## config.mk

```make
export PLATFORM = sky130hd
export DESIGN_NAME = temp_conv_ctrl
export DESIGN_NICKNAME = d
export VERILOG_FILES = /design/src/hdl/temp_sense_pkg.sv /design/src/hdl/nv_store.sv /design/src/hdl/temp_conv_ctrl.sv
export SDC_FILE = /design/constraint.sdc
export NUM_CORES = 1
export LEC_CHECK = 0
export BUFFER_PORTS_ARGS = -buffer_cell sky130_fd_sc_hd__buf_2
export CORE_UTILIZATION = 45
export CTS_CLUSTER_SIZE = 8
export DETAILED_ROUTE_END_ITERATION = 12
export GPL_TIMING_DRIVEN = 0
export PLACE_DENSITY = 0.7
export SLEW_MARGIN = 30
export SYNTH_ARGS = -nofsm -noshare
export SYNTH_HDL_FRONTEND = slang
export SYNTH_SLANG_ARGS = --single-unit
```

## constraint.sdc

```tcl
create_clock -name clk_i -period 4.3 [get_ports clk_i]
set_input_delay 0.645 -clock clk_i [delete_from_list [all_inputs] [get_ports clk_i]]
set_output_delay 0.645 -clock clk_i [all_outputs]
set_load 0.02 [all_outputs]
```

## src/hdl/temp_sense_pkg.sv

```systemverilog
// constants, types and helper functions shared by the thermometer conversion control
package temp_sense_pkg;

    // function command codes seen after a successful device selection
    localparam logic [7:0] CMD_CONVERT = 8'h44;
    localparam logic [7:0] CMD_COPY = 8'h48;
    localparam logic [7:0] CMD_RECALL = 8'hb8;
    localparam logic [7:0] CMD_WRITE = 8'h4e;

    // reset values of the scratchpad and layout of the configuration byte
    localparam logic [15:0] TEMP_POR = 16'h0550;
    localparam logic [1:0] RES_12BIT = 2'b11;
    localparam logic [7:0] TH_POR = 8'h00;
    localparam logic [7:0] TL_POR = 8'h00;
    localparam logic [7:0] CFG_ONES = 8'h1f;
    localparam int CFG_RES_LSB = 5;

    // timing at the 100 MHz system clock
    localparam int CLK_KHZ = 100_000;
    localparam int T_CONV_MS = 750;
    localparam int CONV_CYCLES = T_CONV_MS * CLK_KHZ;
    localparam int T_COPY_MS = 10;
    localparam int COPY_CYCLES = T_COPY_MS * CLK_KHZ;
    localparam int T_SLOT_LOW_US = 15;
    localparam int SLOT_CYCLES = T_SLOT_LOW_US * (CLK_KHZ / 1000);
    localparam int RECALL_CYCLES = 2;

    // function command with the three writable scratchpad bytes
    typedef struct packed {
        logic valid;
        logic [7:0] code;
        logic [7:0] cfg;
        logic [7:0] tl;
        logic [7:0] th;
    } cmd_t;

    // scratchpad contents visible to the outside
    typedef struct packed {
        logic [15:0] temp;
        logic [7:0] th;
        logic [7:0] tl;
        logic [1:0] res;
    } scratch_t;

    // conversion length for a resolution code: full time halved per step below 12 bits
    function automatic logic [31:0] conv_len(input logic [31:0] full, input logic [1:0] res);
        conv_len = full >> (2'd3 - res);
    endfunction

    // sign-extend a 12-bit reading and clear the bits that the resolution leaves undefined
    function automatic logic [15:0] format_temp(input logic [11:0] sample, input logic [1:0] res);
        logic [15:0] mask;
        mask = 16'hffff << (2'd3 - res);
        format_temp = {{4{sample[11]}}, sample} & mask;
    endfunction

endpackage

```

## src/hdl/nv_store.sv

```systemverilog
// small word memory standing in for the nonvolatile alarm and configuration store
`timescale 1ns/10ps
`default_nettype none

module nv_store #(
    parameter int WIDTH = 24,
    parameter int DEPTH = 2
) (
    input wire logic clk_i,
    input wire logic wr_en_i,
    input wire logic [$clog2(DEPTH)-1:0] wr_addr_i,
    input wire logic [WIDTH-1:0] wr_data_i,
    input wire logic [$clog2(DEPTH)-1:0] rd_addr_i,
    output logic [WIDTH-1:0] rd_data_o
);

    // no reset: the contents model storage that outlives power-down
    logic [WIDTH-1:0] mem [DEPTH];

    ////////////////////////////////////////////////////////////////
    // write port and registered read port
    always_ff @(posedge clk_i) begin
        if (wr_en_i) begin
            mem[wr_addr_i] <= wr_data_i;
        end
        rd_data_o <= mem[rd_addr_i];
    end

endmodule // nv_store

`default_nettype wire

```

## src/hdl/temp_conv_ctrl.sv

```systemverilog
// conversion control, scratchpad and nonvolatile copy for a bus-powered thermometer
`timescale 1ns/10ps
`default_nettype none

// What this block does
// - idle after power-up, no conversion by itself
// - command 44h starts a conversion
// - result into temperature register, then back idle
// - resolutions 9 to 12 bits supported
// - resolution is 12 bits after power-up
// - result sign-extended two's complement, 16 bits
// - low bits undefined below 12-bit resolution
// - 12-bit conversion done within 750 ms
// - unique 64-bit code selects the device
// - line driven low only, open drain
// - one-byte alarm limits kept in nonvolatile store
// - select field 00..11 means 9..12 bits, time scaled
// - temperature register holds 0550h at power-on
module temp_conv_ctrl
    import temp_sense_pkg::*;
#(
    parameter logic [63:0] ROM_CODE = 64'h0123_4567_89ab_cd01, // arbitrary value
    parameter logic [31:0] CONV_FULL = CONV_CYCLES,
    parameter logic [31:0] COPY_LEN = COPY_CYCLES
) (
    input wire logic clk_i,
    input wire logic rst_i,
    input wire logic bus_reset_i, // pulse: line reset seen, drop selection
    input wire logic match_valid_i, // pulse: a 64-bit code arrived
    input wire logic [63:0] match_code_i,
    input wire cmd_t cmd_i, // function command strobe and data
    input wire logic slot_i, // pulse: master opened a read slot
    input wire logic [11:0] sample_i, // raw reading, 1/16 degree steps
    input wire logic dq_i, // line level
    output logic dq_o, // line drive value, always low
    output logic dq_oe_o, // high while pulling the line low
    output logic busy_o,
    output logic selected_o,
    output scratch_t scratch_o
);

    // operation in progress
    typedef enum logic [1:0] {
        IDLE,
        CONVERT,
        COPY,
        RECALL
    } phase_t;

    // all control state of the block, apart from the store and the assertion helper flops
    typedef struct packed {
        phase_t phase;
        logic [31:0] cnt; // cycles left in the operation
        logic busy; // operation running, kept in a flop so the output is registered
        logic sel; // device picked by its code
        logic oe; // open-drain enable
        logic [11:0] slot_cnt; // low time left in a read slot
        scratch_t sp;
    } ctl_t;

    ctl_t q, d;
    logic [23:0] nv_rd; // {cfg, tl, th} from the store
    logic nv_we;
    logic cmd_ok;

    ////////////////////////////////////////////////////////////////
    // store for alarm limits and resolution
    assign nv_we = (q.phase == COPY) && (q.cnt == 32'h0000_0000);

    nv_store #(
        .WIDTH(24),
        .DEPTH(2)
    ) u_nv_store (
        .clk_i(clk_i),
        .wr_en_i(nv_we),
        .wr_addr_i(1'b0),
        .wr_data_i({{q.sp.res[1], q.sp.res[0], 6'h00} | 8'h00, q.sp.tl, q.sp.th}),
        .rd_addr_i(1'b0),
        .rd_data_o(nv_rd)
    );

    // a command counts only when idle and this device was picked by its code
    assign cmd_ok = cmd_i.valid && q.sel && (q.phase == IDLE);

    ////////////////////////////////////////////////////////////////
    // next-state logic
    always_comb begin
        d = q;
        // selection by the 64-bit code; line reset drops it
        if (bus_reset_i) begin
            d.sel = 1'b0;
        end else if (match_valid_i) begin
            d.sel = (match_code_i == ROM_CODE);
        end
        // read slot: hold the line low while an operation runs
        if (q.slot_cnt != 12'h000) begin
            d.slot_cnt = q.slot_cnt - 12'h001;
        end else if (slot_i && !dq_i && q.phase != IDLE) begin
            d.slot_cnt = 12'(SLOT_CYCLES);
        end
        d.oe = (d.slot_cnt != 12'h000);
        unique case (q.phase)
            IDLE: begin
                // nothing starts without a command
                if (cmd_ok) begin
                    d.sel = 1'b0; // a fresh code is needed per command
                    unique case (cmd_i.code)
                        CMD_CONVERT: begin
                            d.phase = CONVERT;
                            d.cnt = conv_len(CONV_FULL, q.sp.res) - 32'h0000_0001;
                        end
                        CMD_COPY: begin
                            d.phase = COPY;
                            d.cnt = COPY_LEN - 32'h0000_0001;
                        end
                        CMD_RECALL: begin
                            d.phase = RECALL;
                            d.cnt = 32'(RECALL_CYCLES - 1);
                        end
                        CMD_WRITE: begin
                            // limits and resolution field land in the scratchpad
                            d.sp.th = cmd_i.th;
                            d.sp.tl = cmd_i.tl;
                            d.sp.res = cmd_i.cfg[CFG_RES_LSB +: 2];
                        end
                        default: begin
                            // unknown codes start nothing, but the selection is still used up
                        end
                    endcase
                end
            end
            CONVERT: begin
                if (q.cnt == 32'h0000_0000) begin
                    d.sp.temp = format_temp(sample_i, q.sp.res);
                    d.phase = IDLE;
                end else begin
                    d.cnt = q.cnt - 32'h0000_0001;
                end
            end
            COPY: begin
                // the store is written in the last cycle
                if (q.cnt == 32'h0000_0000) begin
                    d.phase = IDLE;
                end else begin
                    d.cnt = q.cnt - 32'h0000_0001;
                end
            end
            RECALL: begin
                // wait for the registered read, then reload
                if (q.cnt == 32'h0000_0000) begin
                    d.sp.th = nv_rd[7:0];
                    d.sp.tl = nv_rd[15:8];
                    d.sp.res = nv_rd[23:22];
                    d.phase = IDLE;
                end else begin
                    d.cnt = q.cnt - 32'h0000_0001;
                end
            end
        endcase
        // busy follows the next phase so that it rises and falls with it
        d.busy = (d.phase != IDLE);
    end

    ////////////////////////////////////////////////////////////////
    // state register; the store is not reloaded at reset since its word may be unwritten
    always_ff @(posedge clk_i or posedge rst_i) begin
        if (rst_i) begin
            q.phase <= IDLE;
            q.busy <= 1'b0;
            q.cnt <= 32'h0000_0000;
            q.sel <= 1'b0;
            q.oe <= 1'b0;
            q.slot_cnt <= 12'h000;
            q.sp.temp <= TEMP_POR;
            q.sp.th <= TH_POR;
            q.sp.tl <= TL_POR;
            q.sp.res <= RES_12BIT;
        end else begin
            q <= d;
        end
    end

    ////////////////////////////////////////////////////////////////
    // outputs
    assign dq_o = 1'b0;
    assign dq_oe_o = q.oe;
    assign busy_o = q.busy;
    assign selected_o = q.sel;
    assign scratch_o = q.sp;

    ////////////////////////////////////////////////////////////////
    // helper state for assertions
    logic [31:0] age_q; // cycles spent in the current conversion
    logic cfg_written_q; // a write or recall command was taken
    logic converted_q; // a conversion has completed
    always_ff @(posedge clk_i or posedge rst_i) begin
        if (rst_i) begin
            age_q <= 32'h0000_0000;
            cfg_written_q <= 1'b0;
            converted_q <= 1'b0;
        end else begin
            age_q <= (q.phase == CONVERT) ? age_q + 32'h0000_0001 : 32'h0000_0000;
            // only these two commands may move the resolution field
            if (cmd_ok && (cmd_i.code == CMD_WRITE || cmd_i.code == CMD_RECALL)) begin
                cfg_written_q <= 1'b1;
            end
            if (q.phase == CONVERT && q.cnt == 32'h0000_0000) begin
                converted_q <= 1'b1;
            end
        end
    end
endmodule // temp_conv_ctrl

`default_nettype wire

```

Word-level counts from Yosys, hierarchy flattened --
Memory sizes are Yosys's and may differ from the RTL's. A register that Yosys moved wholly into a read port is not among the register bits. Cells that the tools add are included. Widths: inputs -> output; s select.
Word-level totals: register bits 83, bits of input ports 115, memories 1, word-level logic and storage cells 65, output and inout port bits 38, memory bits (writable) 36
Operators by class: equal/unequal tests 13, multiplexer cells 17, bitwise gates (word level) 1, add/sub/neg operators 4, shift operators 2, reduce and logical (&&, ||, !) cells 17
Memories:
- u_nv_store.mem | depth 2, bits a word 18, rd ports 1, clocked after Yosys merged registers in 1, wr ports 1, RTL line nv_store.sv:18 | logic [WIDTH-1:0] mem [DEPTH];
Operators by type and width (number):
- $pmux 34 s3 | 1
- $pmux 34 s2 | 1
- $eq 64x57->1 const B | 1
- $sub 32x1->32 const B | 2
- $mux 18 | 3
- $pmux 18 s2 | 1
- $mux 34 | 1
- $logic_not 32->1 | 1
- $mux 32 | 1
- $shr 27x2->32 const A | 1
- $eq 8x7->1 const B | 3
- $mux 12 | 2
- $reduce_bool 12->1 | 2
- $and 16x16->16 | 1
- $shl 16x2->16 const A | 1
- $sub 12x1->12 const B | 1
- $eq 8x8->1 const B | 1
- $mux 1 | 6
- $ne 2x2->1 const B | 3
- $reduce_bool 2->1 | 3
- $logic_and 1x1->1 | 5
- $eq 2x2->1 const B | 2
- $ne 4x1->1 const B | 1
- $reduce_and 4->1 | 1
- other kinds (9) | 9

Logic depth before layout (Yosys ltp) --
Gate-level depths: netlist of run 1.
word-level depth 7, depth in mapped cells 10, depth with buffers taken out 9

Hierarchy --
A second synthesis of run 1 with hierarchy kept.
Unflattened totals: cell total of the unflattened synthesis 667, area total of the unflattened synthesis 7408.4 um2
By module, submodules not included:
- temp_conv_ctrl | area each 5077.4 um2, seq. area each 1984.4 um2, cells each 566, instances 1
- nv_store | area each 2331.0 um2, seq. area each 1921.8 um2, cells each 101, instances 1

Worst setup path after synthesis of run 1 --
No wires, ideal clock.
path type register to register, start register q[70] in the netlist's numbering, end register q[79] in the netlist's numbering, data arrival time 2.575 ns, path slack 1.604 ns, cell stages (with the launch flop) 9, path buffers 2, required time 4.179 ns, period minus slack after synthesis 2.696 ns, library setup time 0.121 ns, cells stage by stage dfrtp_1 > or4_1 > or3_1 > buf_2 > or4_4 > a21oi_4 > inv_2 > buf_2 > a22o_1
On the way: longest elaborated chain between the ends 3, elaborated cells between the ends (all ways) 6, classes of those cells 1 x add/sub; 1 x eq/ne; 2 x mux; 2 x reduce/logical
RTL lines:
- start: declaration | RTL line temp_conv_ctrl.sv:61 | ctl_t q, d;
- $sub 32x1->32 or $logic_not 32->1 (tied branches)
- $mux 32 or $ne 2x2->1 (tied branches)
- $pmux 34 s2 or $reduce_and 3->1 (tied branches)
Several ways; a longest one is shown, not always the timed one. The select of a mux whose other input is x is not followed. A chain may end at the register's enable or synchronous reset.

Worst setup path in the final report of run 1 --
start register q[49] in the netlist's numbering, end memory u_nv_store.mem[0][17] in the netlist's numbering (enable)
On the way: longest elaborated chain between the ends 4
RTL lines:
- $logic_not 32->1
- $logic_and 1x1->1 | RTL line temp_conv_ctrl.sv:68 | assign nv_we = (q.phase == COPY) && (q.cnt == 32'h0000_0000);
- net nv_we | RTL line temp_conv_ctrl.sv:63 | logic nv_we;
- $mux 1 | RTL line nv_store.sv:23 | if (wr_en_i) begin
- $mux 1 (implied by the code) | RTL line nv_store.sv:24 | mem[wr_addr_i] <= wr_data_i;
- end: declaration | RTL line nv_store.sv:18
The timed path passes the listed nets, and every way through them passes these cells.

==> results.json, run 1 <==
{
  "synth_nets": 729,
  "synth_seq_area_share_pct": 49.1,
  "clock_latency_ps": 410,
  "avgRoutedWirePerCell_um": 16.8,
  "dr.max_layer_used": "met4",
  "power.total_mw": 2.62,
  "dp_slack_ps": 894,
  "leakage_nw": 3.32,
  "gp_congestion": 0.937,
  "max-vdd-ir-drop_mv": 0.277,
  "required_ps": 4340,
  "hold_ws_ps": 210,
  "post_cts_buffers": 0,
  "yosysWarningCount": 0,
  "fillers": 1063,
  "grt_pass1_vias": 5255,
  "io_pins": 153,
  "fmax_mhz": 283,
  "synth_area_um2": 5870,
  "crit_fanout": 18,
  "power.density_nw_per_um2": 351,
  "synth_edf_count": 18,
  "syn_inst": 603,
  "min_path_type": "input port to async pin",
  "cts_buffers": 17,
  "design_area_um2": 7460,
  "grt_pass1_wl_um": 25800,
  "crit_type": "flip-flop to flip-flop",
  "route.detailed.drc": 0,
  "drtIter0Drc": 592,
  "vias": 5366,
  "ys_top_cells_by_area": "dfrtp_1 (31%), edfxtp_1 (9.2%), dfxtp_1 (6.1%)",
  "seq_area_um2": 2890,
  "crit_arrival_ps": 3570,
  "maxCapViolCount": 0,
  "nets": 894,
  "synthToLayoutAreaGrowth_pct": 26.9,
  "fin_crit_ps": 3530,
  "rows": 41,
  "worst_slack_ps": 765,
  "crit_chain": "inv_1 -> ha_1 -> nor4b_2 -> nand3_1 -> nor4_2 -> and3b_1",
  "die_area_um2": 13500,
  "synth.distinct_cells": 73,
  "ctsHoldBuffers": 0,
  "grt_antenna_before_repair": 0,
  "postSynthAreaPerCell_um2": 9.74,
  "dpl_cell_area_um2": 6850,
  "hold_violations": 0,
  "die_x_um": 116,
  "status": "finished, final reports clean",
  "antenna_left": 0,
  "fin_util_pct": 58.9,
  "clk_pin_slew_ps": 60,
  "synthTopCellsByCount": "dfrtp_1 (73), nand2_1 (59), o21ai_0 (53)",
  "wl_met1_um": 7180,
  "slowest_stage": "and3b_1",
  "grt_overflow": 0,
  "cts_tree": "yes",
  "ys_ff_latch": 115,
  "met3WireLength_um": 1080,
  "synthMostInstantiatedCell": "dfrtp_1",
  "cp-end-kind": "flip-flop",
  "synthArstFlopShare_pct": 68.7,
  "rsz0062_at_grt": "no",
  "ctsLongestPathBuffers": 2,
  "setup-tns-final_ps": 0,
  "start_util_pct": 46.4,
  "dp_hpwl_um": 11600,
  "grt_max_degree": 49,
  "via_per_inst": 5.63,
  "placed_cells": 921,
  "post_cts_resize_count": 0,
  "setup_viol": 0,
  "multi_input_area_um2": 2580,
  "layout-drive-gt1-share_pct": 32.8,
  "slew_headroom_pct": 33.3,
  "finalCritPeriodShare_pct": 82.2,
  "clock_sinks": 115,
  "routed_wl_um": 16000,
  "ys.flop_type": "dfrtp_1",
  "worstSetupStartpointType": "flip-flop",
  "synth_top_area_share_pct": 31.1,
  "fin_cells": 953,
  "synth_top_area_cell": "dfrtp_1",
  "placeableCoreArea_um2": 12700,
  "die_y_um": 116,
  "antennaDiodeCount": 0,
  "cpPeakStageDelay_ps": 870,
  "port_buffers": 145,
  "worstMarginPinSlew_ps": 986,
  "h-tree-depth": 4,
  "clockRootBuffer": "clkbuf_16",
  "firstDrtPassIters": 5,
  "fin_skew_ps": 6.47,
  "wl_met2_um": 7370,
  "grtUsageTotal_pct": 25.1,
  "drv_slew": 0
}
-- where the power goes --
part           total [mW]  leakage, nW  switching (mW)  internal, mW
Combinational      0.0836         1.77          0.0390        0.0446
Sequential           1.10         1.25               0          1.10
Clock                1.43        0.289           0.521         0.914
Total                2.62         3.32           0.560          2.06
-- layout by cell type, fill, tap and decap left out, types with 7 or more instances in the layout --
cell	netlist	routed
a21oi_1	27	27
a22oi_1	7	7
buf_2	6	151
buf_4	35	35
clkbuf_1	13	13
clkbuf_16	0	17
dfrtp_1	73	73
dfxtp_1	18	18
edfxtp_1	18	18
ha_1	11	11
inv_1	14	13
nand2_1	59	59
nand2b_1	20	20
nand3_1	14	14
nor2_1	46	46
nor3_1	29	29
nor4_1	16	16
nor4b_1	7	7
o21ai_0	53	53
o221a_2	17	17
-- final timing paths --
kind | endpoint | slack (ps) | startpoint | cells past startpoint
max | u_nv_store.mem[0][17] | 770 | q[49] | 6
min | scratch_o[12] | 210 | rst_i | 2
max reg2reg | u_nv_store.mem[0][17] | 770 | q[49] | 6
min reg2reg | u_nv_store.rd_data_o[1] | 340 | u_nv_store.mem[0][1] | 0
max in group asynchronous | scratch_o[22] | 3490 | rst_i | 3
min in group clk_i | u_nv_store.rd_data_o[1] | 340 | u_nv_store.mem[0][1] | 0
-- sequential cells by signal (all words and copies together), names as in the netlist --
name and count:
q 46, selected_o 1, dq_oe_o 1, u_nv_store.rd_data_o 18, busy_o 1, u_nv_store.mem 18
scratch_o 30
-- per-layer routing --
layer  track usage [%]  vias to the layer above
met1              33.9                     2596
li1                  -                     2521
met3              6.07                       29
met4              9.91                        0
met5                 0                        -
met2              38.9                      220
-- cells by family after synthesis --
group | share of synthesized area, %
and+or+nand+nor | 23.5
AOI/OAI and AO/OA | 17.0
DFF | 49.1
buffers and inverters | 6.99
adders and majority gates | 2.34
xor gates and xnor gates | 0.745
muxes | 0.341
other | 0.0638
-- area by class of cell --
class,count,area share [%]
Sequential cell,115,38.7
Multi-Input combinational cell,416,34.6
Timing Repair Buffer,146,10.1
Clock buffer,17,5.70
Buffer,57,4.75
Tap cell,172,2.89
Clock inverter,15,2.47
Inverter,15,0.822
-- critical path: cells and delay by family, from the launching register on --
family / cells / cell delay, ps
adders and majority gates: 1 / 190
buffers and inverters: 1 / 90
DFF: 1 / 440
and+or+nand+nor: 4 / 2440
Note: power is estimated with default switching activity, not from simulation.
==> inputs of run 2 (changes only) <==
ABC_AREA = 1   (was unset)
PLACE_DENSITY = 0.69   (was 0.7)
clock period = 3.4 ns   (was 4.3 ns; I/O delays follow)
==> run 2 against run 1 <==
Non-clock buffer count down 3. Combinational power rose by 27%. Critical endpoint is now u_nv_store.mem[0][14]. Sequential power increased by 26%. Worst hold slack got worse by 140 ps. Final cell count grew 29%. Die area increased by 13%. Critical path depth rose by 3. Register-to-register slack improved by 410 ps.
==> results.json, run 2 <==
{
  "synth_edf_count": 18,
  "route.detailed.drc": 0,
  "synth_top_area_share_pct": 27.5,
  "nets": 1161,
  "hold_ws_ps": 72.4,
  "cpPeakStageDelay_ps": 380,
  "die_area_um2": 15300,
  "via_per_inst": 4.84,
  "crit_arrival_ps": 2350,
  "slew_headroom_pct": 61.4,
  "crit_type": "flip-flop to flip-flop",
  "postSynthAreaPerCell_um2": 7.66,
  "setup_viol": 0,
  "grt_pass1_wl_um": 27100,
  "fin_crit_ps": 2220,
  "largest_reg_flops": 46,
  "synth_top_area_cell": "dfrtp_1",
  "crit_fanout": 8,
  "cp-end-kind": "flip-flop",
  "synth_area_um2": 6650,
  "rsz0062_at_grt": "no",
  "fin_skew_ps": 14.6,
  "dp_hpwl_um": 12500,
  "firstDrtPassIters": 5,
  "layout-drive-gt1-share_pct": 29.0,
  "avgRoutedWirePerCell_um": 13.6,
  "grt_pass1_vias": 5589,
  "placeableCoreArea_um2": 14500,
  "slowest_stage": "dfrtp_1",
  "grt_overflow": 0,
  "synth_nets": 994,
  "cts_buffers": 17,
  "drtIter0Drc": 582,
  "vias": 5959,
  "finalCritPeriodShare_pct": 65.3,
  "ctsHoldBuffers": 0,
  "io_pins": 153,
  "grt_antenna_before_repair": 0,
  "maxCapViolCount": 0,
  "synthArstFlopShare_pct": 68.7,
  "h-tree-depth": 4,
  "mostFrequentLayoutCells": "nand2_1 (257), buf_2 (150), nor2_1 (106)",
  "syn_inst": 868,
  "layout_commonest_cell": "nand2_1",
  "placed_cells": 1200,
  "ys.flop_type": "dfrtp_1",
  "power.density_nw_per_um2": 405,
  "post_cts_buffers": 0,
  "worstMarginPinSlew_ps": 579,
  "rows": 44,
  "synthToLayoutAreaGrowth_pct": 24.4,
  "yosysWarningCount": 0,
  "ctsLongestPathBuffers": 2,
  "fmax_mhz": 450,
  "synthMostInstantiatedCell": "nand2_1",
  "start_util_pct": 45.9,
  "die_y_um": 124,
  "max-vdd-ir-drop_mv": 0.345,
  "gp_congestion": 0.937,
  "crit_chain": "inv_1 -> ha_1 -> nand2_2 -> nor2_4 -> inv_2 -> nor2_4 -> nand2_2 -> nor3_2 -> buf_4",
  "synth.distinct_cells": 40,
  "clock_sinks": 115,
  "clock_latency_ps": 430,
  "required_ps": 3530,
  "antenna_left": 0,
  "grt_max_degree": 43,
  "ys_ff_latch": 115,
  "clk_pin_slew_ps": 60,
  "min_path_type": "input port to async pin",
  "cts_tree": "yes",
  "status": "finished, final reports clean",
  "fin_cells": 1232,
  "leakage_nw": 3.98,
  "die_x_um": 124,
  "routed_wl_um": 16800,
  "ys_top_cells_by_area": "dfrtp_1 (27%), nand2_1 (15%), edfxtp_1 (8.1%)",
  "synth_seq_area_share_pct": 43.4,
  "worstSetupStartpointType": "flip-flop",
  "clockRootBuffer": "clkbuf_16",
  "antennaDiodeCount": 0,
  "drv_slew": 0,
  "port_buffers": 145,
  "hold_violations": 0,
  "regMostFlops": "q",
  "post_cts_resize_count": 0,
  "grtUsageTotal_pct": 23.4,
  "synthTopCellsByCount": "nand2_1 (257), nor2_1 (106), inv_1 (102)"
}
[run 2: changes by cell type after synthesis, sizes merged, moves of 8 or more]
| cell | previous run | this run |
|---|---|---|
| a21oi | 28 | 10 |
| clkbuf | 14 | 2 |
| inv | 15 | 104 |
| mux2 | 0 | 18 |
| nand2 | 59 | 265 |
| nand2b | 20 | 0 |
| nand3 | 14 | 54 |
| nor2 | 46 | 116 |
| nor3 | 29 | 8 |
| nor4 | 18 | 2 |
| nor4b | 8 | 0 |
| o21ai | 55 | 74 |
| o221a | 17 | 0 |
[run 2: final timing paths]
kind	start	endpoint	slack (ps)	depth (start not counted)
min reg2reg	u_nv_store.mem[0][14]	u_nv_store.rd_data_o[14]	340	0
min	rst_i	q[43]	70	2
max in group asynchronous	rst_i	q[76]	2780	3
max reg2reg	q[49]	u_nv_store.mem[0][14]	1180	9
min in group clk_i	sample_i[8]	scratch_o[26]	320	3
max	q[49]	u_nv_store.mem[0][14]	1180	9
[run 2: layout make-up]
| type | count | area [µm²] |
|---|---|---|
| fillers | 1340 | 6200 |
| inverters | 104 | 395 |
| plain buffers | 52 | 389 |
| clock buffers | 18 | 439 |
| repair buffers | 148 | 768 |
| clock inverters | 14 | 176 |
| flip-flops and latches | 115 | 2890 |
| multi-input cells | 597 | 2990 |
| well taps | 184 | 230 |
[run 2: power breakdown]
part           internal [mW]  leakage (nW)  switching, mW  total, mW
Combinational         0.0557          2.57         0.0507      0.106
Sequential              1.39          1.12              0       1.39
Clock                   1.18         0.298          0.674       1.85
[run 2: cell families after synthesis]
family                   share of synthesized area [%]
buffers and inverters                             11.7
flip-flops                                        43.4
multiplexers                                      3.05
adder cells (fa/ha/maj)                           2.07
XOR/XNOR                                          1.05
other                                           0.0564
AO/OA/AOI/OAI                                     8.99
AND/OR/NAND/NOR                                   29.7
[run 2: critical path: cells and delay by family (launching register included)]
family | cells | cell delay (ps)
AND/OR/NAND/NOR | 5 | 820
adder cells (fa/ha/maj) | 1 | 270
flip-flops | 1 | 380
buffers and inverters | 3 | 450
[run 2: routing by layer]
layer,part of all wire (%),wire length (µm),track usage (%)
met3,5.8,975,5.40
met2,47,7910,38.1
met1,46,7690,30.7
met4,1.1,178,7.68
met5,0,0,0
[run 2: through the flow]
step	setup WS, ps	utilization [%]	TNS, ps	total power, mW	cell area [µm²]
global route	999	57.1	0	3.47	8270
detailed placement	1180	52.9	0	1.53	7660
finish	1180	57.1	0	3.35	8270
global placement	-453	52.5	-28530	1.52	7610
floorplan	529	-	0	1.45	6650
CTS	1150	57.1	0	3.38	8270
